### src/design/icra_pkg.sv
package icra_pkg;
    // target address layout: fixed upper nibble, low three bits from straps
    localparam logic [3:0] ICRA_ADDR_FIXED = 4'h7;
    localparam int ICRA_ADDR_STRAP_W = 3;
    // operation codes in command byte 0 bits 2:0
    localparam logic [2:0] ICRA_OP_WRITE = 3'h3;
    localparam logic [2:0] ICRA_OP_READ = 3'h4;
    // command field positions
    localparam int ICRA_OP_LSB = 0;
    localparam int ICRA_PSEL_HI_BIT = 0;
    localparam int ICRA_PSEL_LO_BIT = 7;
    localparam int ICRA_BE_LSB = 2;
    localparam int ICRA_AHI_LSB = 0;
    localparam int ICRA_NUM_PORTS = 3;
    localparam int ICRA_CMD_BYTES = 4;
    localparam int ICRA_DATA_BYTES = 4;
    // glitch filter depth in core clocks
    localparam int ICRA_FILT_LEN = 3;
    localparam logic [31:0] ICRA_BUF_RST = 32'h0000_0000;

    typedef struct packed {
        logic [1:0] port;
        logic [9:0] addr;
    } icra_sel_t;

    typedef struct packed {
        logic [1:0] port;
        logic [9:0] addr;
        logic [3:0] be;
        logic [31:0] data;
    } icra_wr_t;
endpackage : icra_pkg

### src/design/icra_line_filt.sv
`timescale 1ns/1ps
`default_nettype none
module icra_line_filt
    import icra_pkg::*;
#(
    parameter int LEN = ICRA_FILT_LEN
) (
    // clock and reset
    input wire logic i_mclk,
    input wire logic i_rst_n,
    // raw line
    input wire logic i_line,
    // filtered line
    output logic o_line
);
    logic s1_reg;
    logic s2_reg;
    logic [LEN-1:0] hist_reg;
    wire all_hi = &hist_reg;
    wire all_lo = ~|hist_reg;

    // released bus idles high
    always_ff @(posedge i_mclk or negedge i_rst_n) begin
        if (!i_rst_n) begin
            s1_reg <= 1'b1;
            s2_reg <= 1'b1;
            hist_reg <= '1;
            o_line <= 1'b1;
        end else begin
            s1_reg <= i_line;
            s2_reg <= s1_reg;
            hist_reg <= {hist_reg[LEN-2:0], s2_reg};
            if (all_hi) o_line <= 1'b1;
            else if (all_lo) o_line <= 1'b0;
        end
    end
endmodule : icra_line_filt
`default_nettype wire

### src/design/icra_target.sv
// Functional notes
// - read = command write packet, then read packet
// - command packet only selects; data only on read
// - valid read command fetches word into buffer
// - read bytes go out MSB first
// - extra read bytes wrap to byte three
// - repeated START joins command and read packets
// - opcode 011b in byte0 bits2:0 writes
// - opcode 100b in byte0 bits2:0 reads
// - port index from byte1 bit0, byte2 bit7
// - byte2 bits5:2 are per-byte write enables
// - address 11:10 byte2, 9:2 byte3, word aligned
// - write data byte order MSB first
// - ack all command bytes and the first four write data bytes
// - address 0111 plus three strap pins
// - surplus write bytes get NAK, discarded
// - invalid command leaves register unchanged
`timescale 1ns/1ps
`default_nettype none
module icra_target
    import icra_pkg::*;
#(
    parameter int NUM_PORTS = ICRA_NUM_PORTS
) (
    // clock and reset
    input wire logic i_mclk,
    input wire logic i_rst_n,
    // serial bus, open drain
    input wire logic i_scl,
    input wire logic i_sda,
    output logic o_scl,
    output logic o_scl_oe,
    output logic o_sda,
    output logic o_sda_oe,
    // address straps
    input wire logic [ICRA_ADDR_STRAP_W-1:0] i_addr_strap,
    // register write port
    output icra_wr_t o_wr,
    output logic o_wr_stb,
    // register read port, data valid the cycle after the strobe
    output icra_sel_t o_rd,
    output logic o_rd_stb,
    input wire logic [31:0] i_rd_data
);
    typedef enum logic [2:0] {ST_IDLE, ST_ADDR, ST_CMD, ST_WDATA, ST_RDATA, ST_IGNORE} icra_state_t;

    logic scl_f;
    logic sda_f;
    icra_line_filt #(.LEN(ICRA_FILT_LEN)) u_scl (.i_mclk(i_mclk), .i_rst_n(i_rst_n), .i_line(i_scl), .o_line(scl_f));
    icra_line_filt #(.LEN(ICRA_FILT_LEN)) u_sda (.i_mclk(i_mclk), .i_rst_n(i_rst_n), .i_line(i_sda), .o_line(sda_f));

    logic scl_d_reg;
    logic sda_d_reg;
    icra_state_t state_reg;
    logic [2:0] bit_reg;
    logic [7:0] sh_reg;
    logic [2:0] cnt_reg;
    logic [7:0] cmd_reg [ICRA_CMD_BYTES];
    logic [31:0] wd_reg;
    logic [31:0] buf_reg;
    logic [1:0] rb_reg;
    logic in_ack_reg;
    logic ack_drive_reg;
    logic rd_pend_reg;
    logic [6:0] my_addr_reg;
    logic strap_done_reg;
    logic tx_bit_reg;
    logic mack_reg;
    logic got_byte_reg;

    // bus conditions and clock edges
    wire scl_rise = scl_f & ~scl_d_reg;
    wire scl_fall = ~scl_f & scl_d_reg;
    wire start_c = scl_f & scl_d_reg & sda_d_reg & ~sda_f;
    wire stop_c = scl_f & scl_d_reg & ~sda_d_reg & sda_f;
    wire [7:0] rx_byte = {sh_reg[6:0], sda_f};
    wire byte_done = scl_rise & (bit_reg == 3'h7) & ~in_ack_reg;

    // command decode
    wire [2:0] opc = cmd_reg[0][ICRA_OP_LSB +: 3];
    wire [1:0] psel = {cmd_reg[1][ICRA_PSEL_HI_BIT], cmd_reg[2][ICRA_PSEL_LO_BIT]};
    wire [3:0] be = cmd_reg[2][ICRA_BE_LSB +: 4];
    wire [9:0] waddr = {cmd_reg[2][ICRA_AHI_LSB +: 2], cmd_reg[3]};
    wire port_ok = 32'(psel) < NUM_PORTS;
    // reserved bits must be zero or the command is invalid
    wire rsv_ok = (cmd_reg[0][7:3] == 5'h00) && (cmd_reg[1][7:1] == 7'h00) && !cmd_reg[2][6];
    wire wr_valid = port_ok && rsv_ok && (opc == ICRA_OP_WRITE);
    wire rd_valid = port_ok && rsv_ok && (opc == ICRA_OP_READ);
    wire addr_hit = rx_byte[7:1] == my_addr_reg;
    wire cmd_last = byte_done && state_reg == ST_CMD && cnt_reg == 3'(ICRA_CMD_BYTES - 1);
    wire wd_last = byte_done && state_reg == ST_WDATA && cnt_reg == 3'(ICRA_DATA_BYTES - 1);
    // byte index is 2 bits so the fifth read byte wraps to the top
    wire [1:0] rb_inc = rb_reg + 2'h1;
    wire [7:0] tx_byte = buf_reg[{~rb_reg, 3'h0} +: 8];
    wire [7:0] tx_next = buf_reg[{~rb_inc, 3'h0} +: 8];

    // straps caught after reset release
    always_ff @(posedge i_mclk or negedge i_rst_n) begin
        if (!i_rst_n) begin
            my_addr_reg <= 7'h00;
            strap_done_reg <= 1'b0;
        end else if (!strap_done_reg) begin
            my_addr_reg <= {ICRA_ADDR_FIXED, i_addr_strap};
            strap_done_reg <= 1'b1;
        end
    end

    // fetch into holding buffer one cycle after the read strobe
    always_ff @(posedge i_mclk or negedge i_rst_n) begin
        if (!i_rst_n) begin
            rd_pend_reg <= 1'b0;
            buf_reg <= ICRA_BUF_RST;
        end else begin
            rd_pend_reg <= o_rd_stb;
            if (rd_pend_reg) buf_reg <= i_rd_data;
        end
    end

    always_ff @(posedge i_mclk or negedge i_rst_n) begin
        if (!i_rst_n) begin
            scl_d_reg <= 1'b1;
            sda_d_reg <= 1'b1;
            state_reg <= ST_IDLE;
            bit_reg <= 3'h0;
            sh_reg <= 8'h00;
            cnt_reg <= 3'h0;
            for (int i = 0; i < ICRA_CMD_BYTES; i++) cmd_reg[i] <= 8'h00;
            wd_reg <= 32'h0;
            rb_reg <= 2'h0;
            in_ack_reg <= 1'b0;
            ack_drive_reg <= 1'b0;
            tx_bit_reg <= 1'b1;
            mack_reg <= 1'b0;
            got_byte_reg <= 1'b0;
            o_wr <= '0;
            o_wr_stb <= 1'b0;
            o_rd <= '0;
            o_rd_stb <= 1'b0;
        end else begin
            scl_d_reg <= scl_f;
            sda_d_reg <= sda_f;
            o_wr_stb <= 1'b0;
            o_rd_stb <= 1'b0;
            if (start_c) begin
                // repeated START drops partial commands but keeps buffer
                state_reg <= ST_ADDR;
                got_byte_reg <= 1'b0;
                bit_reg <= 3'h0;
                in_ack_reg <= 1'b0;
                ack_drive_reg <= 1'b0;
                tx_bit_reg <= 1'b1;
            end else if (stop_c) begin
                state_reg <= ST_IDLE;
                ack_drive_reg <= 1'b0;
                tx_bit_reg <= 1'b1;
            end else if (scl_rise) begin
                if (in_ack_reg) begin
                    mack_reg <= ~sda_f;
                end else begin
                    sh_reg <= rx_byte;
                    bit_reg <= bit_reg + 3'h1;
                end
                if (byte_done) begin
                    got_byte_reg <= 1'b1;
                    unique case (state_reg)
                        ST_ADDR: begin
                            if (!addr_hit) state_reg <= ST_IGNORE;
                            else if (rx_byte[0]) begin
                                state_reg <= ST_RDATA;
                                rb_reg <= 2'h0;
                            end else begin
                                state_reg <= ST_CMD;
                                cnt_reg <= 3'h0;
                            end
                            ack_drive_reg <= addr_hit;
                        end
                        ST_CMD: begin
                            cmd_reg[cnt_reg[1:0]] <= rx_byte;
                            cnt_reg <= cnt_reg + 3'h1;
                            ack_drive_reg <= 1'b1;
                        end
                        ST_WDATA: begin
                            if (cnt_reg < 3'(ICRA_DATA_BYTES)) begin
                                wd_reg <= {wd_reg[23:0], rx_byte};
                                cnt_reg <= cnt_reg + 3'h1;
                                ack_drive_reg <= 1'b1;
                            end else begin
                                ack_drive_reg <= 1'b0;
                            end
                        end
                        default: ack_drive_reg <= 1'b0;
                    endcase
                end
            end else if (scl_fall) begin
                if (got_byte_reg) begin
                    // ack slot follows every byte, line released unless acking
                    got_byte_reg <= 1'b0;
                    in_ack_reg <= 1'b1;
                    tx_bit_reg <= ~ack_drive_reg;
                end else if (in_ack_reg) begin
                    in_ack_reg <= 1'b0;
                    ack_drive_reg <= 1'b0;
                    tx_bit_reg <= 1'b1;
                    if (state_reg == ST_RDATA) begin
                        if (ack_drive_reg) begin
                            tx_bit_reg <= tx_byte[7];
                        end else if (mack_reg) begin
                            rb_reg <= rb_inc;
                            tx_bit_reg <= tx_next[7];
                        end else begin
                            state_reg <= ST_IGNORE;
                        end
                    end
                end else if (state_reg == ST_RDATA) begin
                    tx_bit_reg <= tx_byte[3'h7 - bit_reg];
                end
            end
            if (cmd_last) begin
                state_reg <= ST_WDATA;
                cnt_reg <= 3'h0;
            end
            if (state_reg == ST_WDATA && scl_fall && in_ack_reg && cnt_reg == 3'h0 && rd_valid) begin
                o_rd <= '{port: psel, addr: waddr};
                o_rd_stb <= 1'b1;
                state_reg <= ST_IGNORE;
            end
            if (wd_last && wr_valid) begin
                o_wr <= '{port: psel, addr: waddr, be: be, data: {wd_reg[23:0], rx_byte}};
                o_wr_stb <= 1'b1;
            end
        end
    end

    // open-drain lines: only pull low, never stretch the clock
    always_ff @(posedge i_mclk or negedge i_rst_n) begin
        if (!i_rst_n) begin
            o_sda <= 1'b0;
            o_sda_oe <= 1'b0;
            o_scl <= 1'b0;
            o_scl_oe <= 1'b0;
        end else begin
            o_sda <= 1'b0;
            o_sda_oe <= ~tx_bit_reg;
            o_scl <= 1'b0;
            o_scl_oe <= 1'b0;
        end
    end
endmodule : icra_target
`default_nettype wire

### config.mk
export PLATFORM = sky130hd
export DESIGN_NAME = icra_target
export DESIGN_NICKNAME = d
export VERILOG_FILES = /design/src/design/icra_pkg.sv /design/src/design/icra_line_filt.sv /design/src/design/icra_target.sv
export SDC_FILE = /design/constraint.sdc
export NUM_CORES = 1
export LEC_CHECK = 0
export ABC_AREA = 1
export BUFFER_PORTS_ARGS = -buffer_cell sky130_fd_sc_hd__buf_2
export CORE_AREA = 2 2 169 171
export DETAILED_ROUTE_END_ITERATION = 6
export DIE_AREA = 0 0 171 173
export PLACE_DENSITY = 0.57
export SYNTH_ARGS = -nofsm -noshare
export SYNTH_HDL_FRONTEND = slang
export SYNTH_SLANG_ARGS = --single-unit
### constraint.sdc
create_clock -name i_mclk -period 2.7 [get_ports i_mclk]
set_input_delay 0.405 -clock i_mclk [delete_from_list [all_inputs] [get_ports i_mclk]]
set_output_delay 0.405 -clock i_mclk [all_outputs]
set_load 0.02 [all_outputs]
# Word level (Yosys, flattened, before mapping)
# Index checks and enable logic that the tools add are counted.
[op_classes] n_eq_ne=34 magnitude_cmp=5 bitwise=21 reduce_logical=52 shifts=2 n_mux=79 add_sub_neg=4
[op_table] operator="2-to-1 mux 3 bit" count=27
[op_table] operator="indexed part select 32 x 6 -> 8 bit" count=2
[op_table] operator="2-to-1 mux 1 bit" count=35
[op_table] operator="bitwise mux 32 bit" count=1
[op_table] operator="!= test 6 x 1 -> 1 bit (second input constant)" count=5
[op_table] operator="!= test 2 x 1 -> 1 bit (second input constant)" count=12
[op_table] operator="2-to-1 mux 2 bit" count=11
[op_table] operator="AND reduction 3 bit" count=6
[op_table] operator="nonzero test 6 bit" count=3
[op_table] operator="demux 8 bit (select 2 bit)" count=1
[op_table] operator="AND reduction 8 bit" count=2
[op_table] operator="nonzero test 2 bit" count=8
[op_table] operator="logical AND 1 bit" count=15
[op_table] operator="equality test 3 x 2 -> 1 bit (second input constant)" count=4
[op_table] operator="AND reduction 12 bit" count=1
[op_table] operator="AND reduction 4 bit" count=3
[op_table] operator="nonzero test 4 bit" count=3
[op_table] operator="bitwise AND 1 bit" count=9
[op_table] operator="equality test 3 bit (second input constant)" count=3
[op_table] operator="!= test 3 bit (second input constant)" count=3
[op_table] operator="NOT 1 bit" count=9
[op_table] operator="case mux 3 bit (3 select lines)" count=1
[op_table] operator="2-to-1 mux 8 bit" count=1
[op_table] operator="!= test 4 x 1 -> 1 bit (second input constant)" count=2
[op_table] operator="other kinds (25)" count=30
[word_totals] wordCells=235 regBits=194

# Logic depth before layout (Yosys ltp)
# Gate-level depths: netlist of run 1.
[depth] depth_word=12 depth_mapped=15 ltp_nobuf=14

# Cells and area by module
# From an unflattened synthesis of run 1, not the netlist that was laid out.
[hier_totals] cells_unflattened=909 area_unflattened_um2=8375.5
[modules_own_cells] module="icra_target" seq_area_each_um2=4558.1 cells_each=881 area_per_inst_um2=7997.7 n_inst=1
[modules_own_cells] module="icra_line_filt" seq_area_each_um2=157.7 cells_each=14 area_per_inst_um2=188.9 n_inst=2

# Worst setup path after synthesis of run 1
# No wires, ideal clock.
[synth_path] path_type="reg2reg" startpoint="reg u_scl.o_line" endpoint="reg wd_reg[14]" setup_slack_ns=0.814 required_time_ns=2.566 t_arrival_ns=1.752 stages_incl_launch_ff=12 n_path_buf=3 period_less_slack_ns=1.886 path_cell_list="dfstp_2 ha_1 buf_4 inv_4 nor2_4 nand2_2 nor2_4 nand3_2 buf_2 buf_2 nand2_1 o21ai_0"
[synth_via] elab_chain_cells=5
[synth_rtl] item="from (decl)" line_no="icra_line_filt.sv:14" rtl="output logic o_line"
[synth_rtl] item="from (signal assigned)" line_no="icra_line_filt.sv:28" rtl="o_line <= 1'b1;"
[synth_rtl] item="from (signal assigned)" line_no="icra_line_filt.sv:33" rtl="if (all_hi) o_line <= 1'b1;"
[synth_rtl] item="from (signal assigned)" line_no="icra_line_filt.sv:34" rtl="else if (all_lo) o_line <= 1'b0;"
[synth_rtl] item="bitwise AND 1 bit" line_no="icra_target.sv:74, icra_target.sv:75"
[synth_rtl] item="bitwise AND 1 bit (on tied branches) (2 in series)" line_no="icra_target.sv:75, icra_target.sv:74"
[synth_rtl] item="NOT 1 bit (no line)"
[synth_rtl] item="AND reduction 6 bit (no line) *"
[synth_rtl] item="to (signal assigned)" line_no="icra_target.sv:184" rtl="wd_reg <= {wd_reg[23:0], rx_byte};"
[synth_rtl] item="to (decl)" line_no="icra_target.sv:59" rtl="logic [31:0] wd_reg;"
# Every way passes the cells marked *; elsewhere a longest branch is shown, timed or not.
# A chain may end at the register's enable or synchronous reset.

# Worst setup path after layout of run 1
[layout_path] startpoint="reg u_scl.o_line" endpoint="reg o_wr[44] in the netlist's numbering"
[layout_via] elab_chain_cells=6
[layout_rtl] item="bitwise AND 1 bit" line_no="icra_target.sv:72" rtl="wire scl_rise = scl_f & ~scl_d_reg;"
[layout_rtl] item="bitwise AND 1 bit (2 in series)" line_no="icra_target.sv:77" rtl="wire byte_done = scl_rise & (bit_reg == 3'h7) & ~in_ack_reg;"
[layout_rtl] item="logical AND 1 bit (2 in series)" line_no="icra_target.sv:91" rtl="wire wd_last = byte_done && state_reg == ST_WDATA && cnt_reg == 3'(ICRA_DATA_BYTES - 1);"
[layout_rtl] item="logical AND 1 bit" line_no="icra_target.sv:227" rtl="if (wd_last && wr_valid) begin"
[layout_rtl] item="to (signal assigned)" line_no="icra_target.sv:228" rtl="o_wr <= '{port: psel, addr: waddr, be: be, data: {wd_reg[23:0], rx_byte}};"
[layout_rtl] item="to (decl)" line_no="icra_target.sv:38" rtl="output icra_wr_t o_wr,"
# Every way passes these cells.

==> results.ini, run 1 <==
[synthesis]
yosys.area.top_type = dfrtp_1
syn_area_per_cell_um2 = 9.22
ys.flop_type = dfrtp_1
ys_ff_latch = 194
synth_warnings = 0
synth_edf_count = 0
ys_seq_area_share_pct = 59.6
syn_area_mm2 = 0.00818
synth_top_area_share_pct = 54.8
synthCells = 887
ys_async_sr_fraction_pct = 100
synth_area_leaders = dfrtp_1, nand2_1, o21ai_0
synth.distinct_cells = 37

[floorplan]
initial_core_util_pct = 29.6
die_area_mm2 = 0.0296
fp.dieW_um = 171
die_y_um = 173
num_io_pins = 105
num_rows = 61
core_mm2 = 0.0276

[final_layout]
layout_commonest_cell = nand2_1
largest_register_ffs = 48
multi_input_area_mm2 = 0.00273
utilization_pct = 35.2
regArea_mm2 = 0.00487
fillers = 2898
final_cell_mix = nand2_1, dfrtp_1, buf_2, o21ai_0, inv_1
syn_to_final_growth_pct = 19.0
drive_above_1_share_pct = 20.8
nNetsFinal = 1034
diodes = 0

[clock_tree]
cts_hold_buf = 0
cts_root_buf = clkbuf_16
cts_max_path_buffers = 2
cts_resized = 0
clock-sinks = 194
tritoncts = built
clk_pin_slew_ns = 0.08
post-cts-setup-buffers = 0
cts_buffers = 17
clk_latency_ns = 0.44
htree_levels = 4

[timing]
tns_ns = 0
setup_slack_ns = 0.368
finalMaxSlewViolations = 0
worstMarginPinSlew_ns = 0.727
holdWs_ns = -0.00275
timing.final.crit_period_ns = 2.33
hold_viol = 1
skew_ns = 0.0177
finalSetupViolations = 0
max_freq_mhz = 429
grt_setup_unrepaired = false
fin_crit_sh_pct = 86.4
relSlewSlack_pct = 51.5

[setup_path]
crit_arrival_ns = 2.62
cp_data_required_time_ns = 2.98
end_kind = flop
rrSetupSlack_ns = 0.37
reg2reg_from = u_scl.o_line$_DFFE_PN1P_
worstPathMaxFanout = 68
crit_type = flop to flop
start_kind = flop
startpoint = u_scl.o_line$_DFFE_PN1P_

[global_routing]
grt_max_degree = 75
grt_pass1_vias = 5989
antenna_found_initial = 0
grt_pass1_wl_um = 30900
gr-total-overflow = 0
grt_usage_pct = 13.2

[routing]
vias = 6038
drt-vias-per-instance = 4.39
first_iter_violations = 470
dr.pass1.iters = 4
wirelength_um = 18500
ant_nets = 0
drc_errors = 0
wl_per_cell_um = 13.4

[power_and_ir_drop]
max-vdd-ir-drop_mv = 0.382
p_leak_uw = 0.00470
power.density_mw_per_mm2 = 714

[placed_design]
portBuffers = 101
place_congestion = 0.879
pre_cts_slack_ns = 0.389
dpl.hpwl_um = 12800

[status]
outcome = finished, violations left
violations = negative hold slack

[worst_hold_path]
hold_path.class = input port to asynchronous set/reset pin

[flow_run]
drv_cap = 0

[synth_stat cells, drive strengths merged, types with 2 or more instances]
library cell,number
nand2,251
dfrtp,179
o21ai,140
inv,97
nand3,56
nor2,43
a21oi,21
buf,19
clkbuf,19
dfstp,15
ha,10
nor3,7
mux2,6
nand4,5
o211ai,3
clkinv,2
conb,2
nor4,2
o22ai,2
xnor2,2
[stage by stage]
step                      cell area [um2]  std cells  power, uW
after floorplan                      8190        889       3930
after global placement               9090       1344       4350
after detailed placement             9090       1344       4370
after CTS                            9730       1376       7050
after global routing                 9730       1376       7340
final                                9730       1376       6950
[area by class of cell]
class                      count  area share, %
clock buffer                  17           4.37
clock inverter                15           2.19
inverter                      99           3.84
multi-input combinational    558           28.0
sequential                   194           50.1
tap                          378           4.86
timing repair buffer         115           6.62
[where the power goes]
part / internal, uW / switching, uW / total [uW]
Combinational: 332 / 769 / 1100
Sequential: 3070 / 129 / 3200
Clock: 1360 / 1290 / 2650
[metal layers]
metal / track usage [%] / up-vias / part of all wire (%)
met5: 0 / - / 0
met4: 4.34 / 0 / 1.6
li1: - / 3024 / -
met3: 3.09 / 18 / 4.3
met1: 18.1 / 2884 / 48
met2: 20.6 / 112 / 46
[worst max-delay path: stages, from the launching register on]
cell and delay (ns):
dfstp_2 0.56, ha_1 0.35, inv_4 0.11, nor2_4 0.12, nand3_1 0.12, nor4_2 0.24
nand2_4 0.08, buf_4 0.32, nand2_1 0.12, o21ai_0 0.10
[path summary, 6_finish.rpt]
path | to | depth (start not counted)
min in group i_mclk | u_sda.s1_reg$_DFF_PN1_ | 1
max in group asynchronous | be[3]$_DFFE_PN0P_ | 2
worst min register to register | u_sda.hist_reg[0]$_DFF_PN1_ | 0
worst max-delay path | o_wr[44]$_DFFE_PN0P_ | 9
worst max register to register | o_wr[44]$_DFFE_PN0P_ | 9
worst min-delay path | my_addr_reg[0]$_DFFE_PN0N_ | 1
[kinds of logic after synthesis]
group	Yosys count	share of synthesized area, %
XOR/XNOR	2	0.214
multiplexers	6	0.826
adder cells (fa/ha/maj)	10	1.53
AND/OR/NAND/NOR	366	19.0
other	2	0.0918
AO/OA/AOI/OAI	170	11.5
flip-flops	194	59.6
buffers and inverters	137	7.22
Note: power is estimated with default switching activity, not from simulation.
==> inputs of run 2 (changes only) <==
- REMOVE_ABC_BUFFERS: default -> 1
==> run 2 against run 1 <==
Against the previous run:
- sequential power barely moved
- the flow now finishes without violations
- clock power fell by 3%
- count of clock-buffer cells in the layout rose by 1
- first-iteration DRC count fell by 8.1%
- critical endpoint is now o_wr[14]$_DFFE_PN0P_
- maximum frequency rose by 4.7%
- combinational power barely moved
- global-route usage fell by 0.66 points
- design area fell by 0.28%
- sequential share of layout area rose by 0.14 points
- utilization fell by 0.10 points
- power fell by 1.6%
- critical path type unchanged
==> results.ini, run 2 (synthesis results as in run 1) <==
[power_and_ir_drop]
p_total_uw = 6840  ; -1.6%
max-vdd-ir-drop_mv = 0.395  ; +3.6%
p_leak_uw = 0.00469  ; -0.26%
power.density_mw_per_mm2 = 704  ; -1.3%

[clock_tree]
cts_buffers = 17  ; unchanged
htree_levels = 4  ; unchanged
cts_resized = 0  ; unchanged
cts_max_path_buffers = 2  ; unchanged
clk_latency_ns = 0.44  ; about the same
tritoncts = built
clock-sinks = 194  ; unchanged
cts_root_buf = clkbuf_16
clk_pin_slew_ns = 0.08  ; about the same

[global_routing]
grt_pass1_wl_um = 29800  ; -3.6%
antenna_found_initial = 0  ; unchanged
grt_usage_pct = 12.5  ; -0.66 points
gr-total-overflow = 0  ; unchanged
grt_max_degree = 64  ; -15%
grt_pass1_vias = 5686  ; -5.1%

[floorplan]
initial_core_util_pct = 29.6  ; unchanged
die_area_mm2 = 0.0296  ; unchanged
core_mm2 = 0.0276  ; unchanged
num_rows = 61  ; unchanged
die_y_um = 173  ; unchanged
num_io_pins = 105  ; unchanged
fp.dieW_um = 171  ; unchanged

[placed_design]
place_congestion = 0.876  ; -0.26%
pre_cts_slack_ns = 0.471  ; +0.0819 ns
portBuffers = 101  ; unchanged
placed_area_mm2 = 0.00911  ; +0.14%
dp.cells = 1344  ; unchanged
dpl.hpwl_um = 12200  ; -4.5%

[routing]
drt-vias-per-instance = 4.35  ; -0.92%
wirelength_um = 17900  ; -3.5%
first_iter_violations = 432  ; -8.1%
ant_nets = 0  ; unchanged
wl_per_cell_um = 13.0  ; -3.6%
drc_errors = 0  ; unchanged
dr.pass1.iters = 5  ; +1
vias = 5987  ; -0.84%

[setup_path]
cp_data_required_time_ns = 3.01  ; +0.03 ns
reg2reg_from = u_scl.o_line$_DFFE_PN1P_
worstPathMaxFanout = 49  ; -28%
rrSetupSlack_ns = 0.47  ; +0.10 ns
start_kind = flop
crit_type = flop to flop
critical_path.endpoint = o_wr[14]$_DFFE_PN0P_
crit_arrival_ns = 2.54  ; -0.08 ns
end_kind = flop
ff2ff_path_depth = 9  ; unchanged
rr_endpoint = o_wr[14]$_DFFE_PN0P_
startpoint = u_scl.o_line$_DFFE_PN1P_

[timing]
finalMaxSlewViolations = 0  ; unchanged
grt_setup_unrepaired = false
finalSetupViolations = 0  ; unchanged
timing.final.crit_period_ns = 2.23  ; -0.104 ns
setup_slack_ns = 0.471  ; +0.104 ns
skew_ns = 0.0160  ; -0.00169 ns
fin_crit_sh_pct = 82.5  ; -3.8 points
holdWs_ns = 0.0695  ; +0.0722 ns
max_freq_mhz = 449  ; +4.7%
hold_viol = 0  ; -1
relSlewSlack_pct = 47.0  ; -4.5 points
worstMarginPinSlew_ns = 0.795  ; +0.0675 ns

[final_layout]
syn_to_final_growth_pct = 18.7
finalInstanceArea_mm2 = 0.00970  ; -0.28%
largest_register_ffs = 48  ; unchanged
final_cell_mix = nand2_1, dfrtp_1, buf_2, o21ai_0, inv_1
final_cells = 1377  ; +0.073%
drive_above_1_share_pct = 20.7  ; -0.12 points
diodes = 0  ; unchanged
layout_commonest_cell = nand2_1
nNetsFinal = 1035  ; +0.097%

[flow_run]
drv_cap = 0  ; unchanged

[status]
outcome = finished, final reports clean

[worst_hold_path]
hold_path.class = input port to flop
hold_depth = 1

run 2: repair_timing:
| action | in CTS | in global routing |
|---|---|---|
| buffers inserted | 0 | 0 |
| hold buffers | 1 | 0 |
| endpoints found under the setup margin | 0 | 0 |
| endpoints found under the hold margin | 60 | 0 |
run 2: worst max-delay path, cell delays in order (launching register included):
cell and delay (ns):
dfstp_2 0.56, ha_1 0.34, inv_4 0.10, nor2_4 0.12
nand3_1 0.12, nor4_2 0.25, nand2_4 0.09, buf_4 0.31
nand2_1 0.12, o21ai_0 0.08
run 2: report_power, final:
group          switching, uW  total (uW)  internal [uW]
logic                    748        1080            332
clock network           1240        2560           1320
registers                129        3200           3070
total                   2110        6840           4720
run 2: through the flow:
stage	utilization [%]	TNS (ns)
detailed placement	33.0	0
global route	35.1	0
finish	35.1	0
floorplan	-	-25.01
global placement	33.0	0
CTS	35.1	0
run 2: worst min-delay path by stage:
stage	from	endpoint	slack (ns)
global placement	u_sda.s2_reg$_DFF_PN1_	u_sda.hist_reg[0]$_DFF_PN1_	0.35
global route	i_sda	u_sda.s1_reg$_DFF_PN1_	0.04
CTS	i_sda	u_sda.s1_reg$_DFF_PN1_	0.04
finish	i_sda	u_sda.s1_reg$_DFF_PN1_	0.07
detailed placement	u_sda.s2_reg$_DFF_PN1_	u_sda.hist_reg[0]$_DFF_PN1_	0.35
floorplan	i_rst_n	ack_drive_reg$_DFFE_PN0P_	0.11
run 2: area by class of cell:
class	count	area, um2
fillers	2898	17900
flip-flops and latches	194	4870
multi-input cells	558	2730
repair buffers	116	667
well taps	378	473
clock buffers	18	429
inverters	99	374
clock inverters	14	159
run 2: metal layers:
layer  track usage [%]  part of all wire [%]  up-vias
li1                  -                     -     3034
met1              18.1                    50     2821
met2              19.0                    45      121
met3              2.79                   4.2       11
met4              3.39                  0.97        0
met5                 0                     0        -
==> inputs of run 3 (changes only) <==
- clock period: 2.7 -> 2.1 ns (I/O delays scaled with it)
==> run 3 against run 2 <==
Against the previous run:
- routed wire length shrank 0.51%
- design area grew 1.6%
- combinational power grew 34%
- power grew 28%
- clock power grew 25%
- worst setup slack lost 0.34 ns
==> results.ini, run 3 (synthesis results as in run 1) <==
[status]
outcome = finished, final reports clean

[flow_run]
drv_cap = 0  ; unchanged

[placed_design]
dpl.hpwl_um = 12300  ; +0.41%
pre_cts_slack_ns = 0.150  ; -0.320 ns
dp.cells = 1354  ; +0.74%
portBuffers = 101  ; unchanged
place_congestion = 0.844  ; -3.7%
placed_area_mm2 = 0.00923  ; +1.4%

[floorplan]
num_rows = 61  ; unchanged
initial_core_util_pct = 29.6  ; unchanged
die_y_um = 173  ; unchanged
core_mm2 = 0.0276  ; unchanged
num_io_pins = 105  ; unchanged
fp.dieW_um = 171  ; unchanged
die_area_mm2 = 0.0296  ; unchanged

[routing]
ant_nets = 0  ; unchanged
first_iter_violations = 407  ; -5.8%
dr.pass1.iters = 5  ; unchanged
wirelength_um = 17800  ; -0.51%
wl_per_cell_um = 12.8  ; -1.4%
vias = 6000  ; +0.22%
drt-vias-per-instance = 4.32  ; -0.65%
drc_errors = 0  ; unchanged

[setup_path]
worstPathMaxFanout = 4  ; -92%
cp_data_required_time_ns = 2.43  ; -0.58 ns
crit_arrival_ns = 2.30  ; -0.24 ns
end_kind = flop
crit_type = flop to flop
start_kind = flop

[clock_tree]
cts_max_path_buffers = 2  ; unchanged
clk_pin_slew_ns = 0.07  ; about the same
clk_latency_ns = 0.44  ; about the same
htree_levels = 4  ; unchanged
cts_root_buf = clkbuf_16
clock-sinks = 194  ; unchanged
post-cts-setup-buffers = 0  ; unchanged
tritoncts = built
cts_buffers = 17  ; unchanged

[timing]
fin_crit_sh_pct = 93.8  ; +11 points
setup_slack_ns = 0.130  ; -0.341 ns
holdWs_ns = 0.0838  ; +0.0143 ns
max_freq_mhz = 508  ; +13%
finalSetupViolations = 0  ; unchanged
skew_ns = 0.0142  ; -0.00181 ns
finalMaxSlewViolations = 0  ; unchanged
relSlewSlack_pct = 63.9  ; +17 points
worstMarginPinSlew_ns = 0.542  ; -0.253 ns
hold_viol = 0  ; unchanged
timing.final.crit_period_ns = 1.97  ; -0.259 ns

[final_layout]
layout_commonest_cell = nand2_1
nNetsFinal = 1047  ; +1.2%
syn_to_final_growth_pct = 20.6
final_cell_mix = nand2_1, dfrtp_1, buf_2, o21ai_0, inv_1
finalInstanceArea_mm2 = 0.00986  ; +1.6%
final_cells = 1389  ; +0.87%
drive_above_1_share_pct = 21.8  ; +1.0 points
largest_register_ffs = 48  ; unchanged
diodes = 0  ; unchanged

[power_and_ir_drop]
power.density_mw_per_mm2 = 889  ; +26%
p_leak_uw = 0.00477  ; +1.7%
p_total_uw = 8770  ; +28%
max-vdd-ir-drop_mv = 0.484  ; +22%

[global_routing]
grt_pass1_wl_um = 29700  ; -0.32%
grt_pass1_vias = 5800  ; +2.0%
grt_usage_pct = 12.5  ; -0.056 points
grt_max_degree = 73  ; +14%
gr-total-overflow = 0  ; unchanged
antenna_found_initial = 0  ; unchanged

[worst_hold_path]
hold_path.class = input port to flop

==> run 3: cell count changes in the layout (fill, tap and decap cells not counted), sizes merged <==
cell	change
clkinv	+4
clkbuf	-1
dlygate4sd3	+2
bufinv	-1
clkinvlp	-1
buf	+10
inv	-1
==> run 3: where the power goes <==
group	internal (uW)	switching [uW]
Combinational	488	958
Clock	1600	1610
Sequential	3950	173
Total	6030	2740
==> run 3: per-stage QoR <==
stage / util, % / setup TNS [ns]
floorplan: - / -55.97
global placement: 33.4 / 0
detailed placement: 33.4 / 0
CTS: 35.6 / 0
global route: 35.7 / -0.00506
finish: 35.7 / 0
==> run 3: routing by layer <==
metal  vias up  global-route usage, %  share of wire (%)
met5         -                      0                  0
met4         0                   3.35               0.92
met3        11                   2.59                3.7
met2       117                   19.9                 46
met1      2815                   17.2                 49
li1       3057                      -                  -
==> run 3: timing repair <==
item | CTS | global route
hold buffers | 3 | 0
resized for setup | 0 | 3
endpoints found under the hold margin | 58 | 0
endpoints found under the setup margin | 0 | 4
==> run 3: final timing paths <==
kind	start	to	slack, ns	cells past startpoint
worst min-delay path	i_rd_data[19]	buf_reg[19]$_DFFE_PN0P_	0.08	3
max in group asynchronous	i_rst_n	sda_d_reg$_DFF_PN1_	0.94	3
min in group asynchronous	i_rst_n	o_wr[28]$_DFFE_PN0P_	0.41	2
worst max-delay path	u_scl.o_line$_DFFE_PN1P_	rb_reg[0]$_DFFE_PN0P_	0.13	10
worst max register to register	u_scl.o_line$_DFFE_PN1P_	rb_reg[0]$_DFFE_PN0P_	0.13	10
worst min register to register	u_scl.s2_reg$_DFF_PN1_	u_scl.hist_reg[0]$_DFF_PN1_	0.36	0
==> run 3: cell type report <==
cell class / instances / area, um2
timing repair buffer: 128 / 812
fill: 2902 / 17800
sequential: 194 / 4870
multi-input combinational: 558 / 2740
clock inverter: 15 / 161
tap: 378 / 473
clock buffer: 17 / 425
inverter: 99 / 374
==> run 3: worst max-delay path, stage by stage (launching register included) <==
cell	delay, ns
dfstp_2	0.56
ha_1	0.22
inv_4	0.05
nor2_4	0.11
nand2_2	0.09
nand2_1	0.09
o211ai_1	0.13
nor3_1	0.37
nand2_1	0.13
nand2_1	0.07
nand2_1	0.05
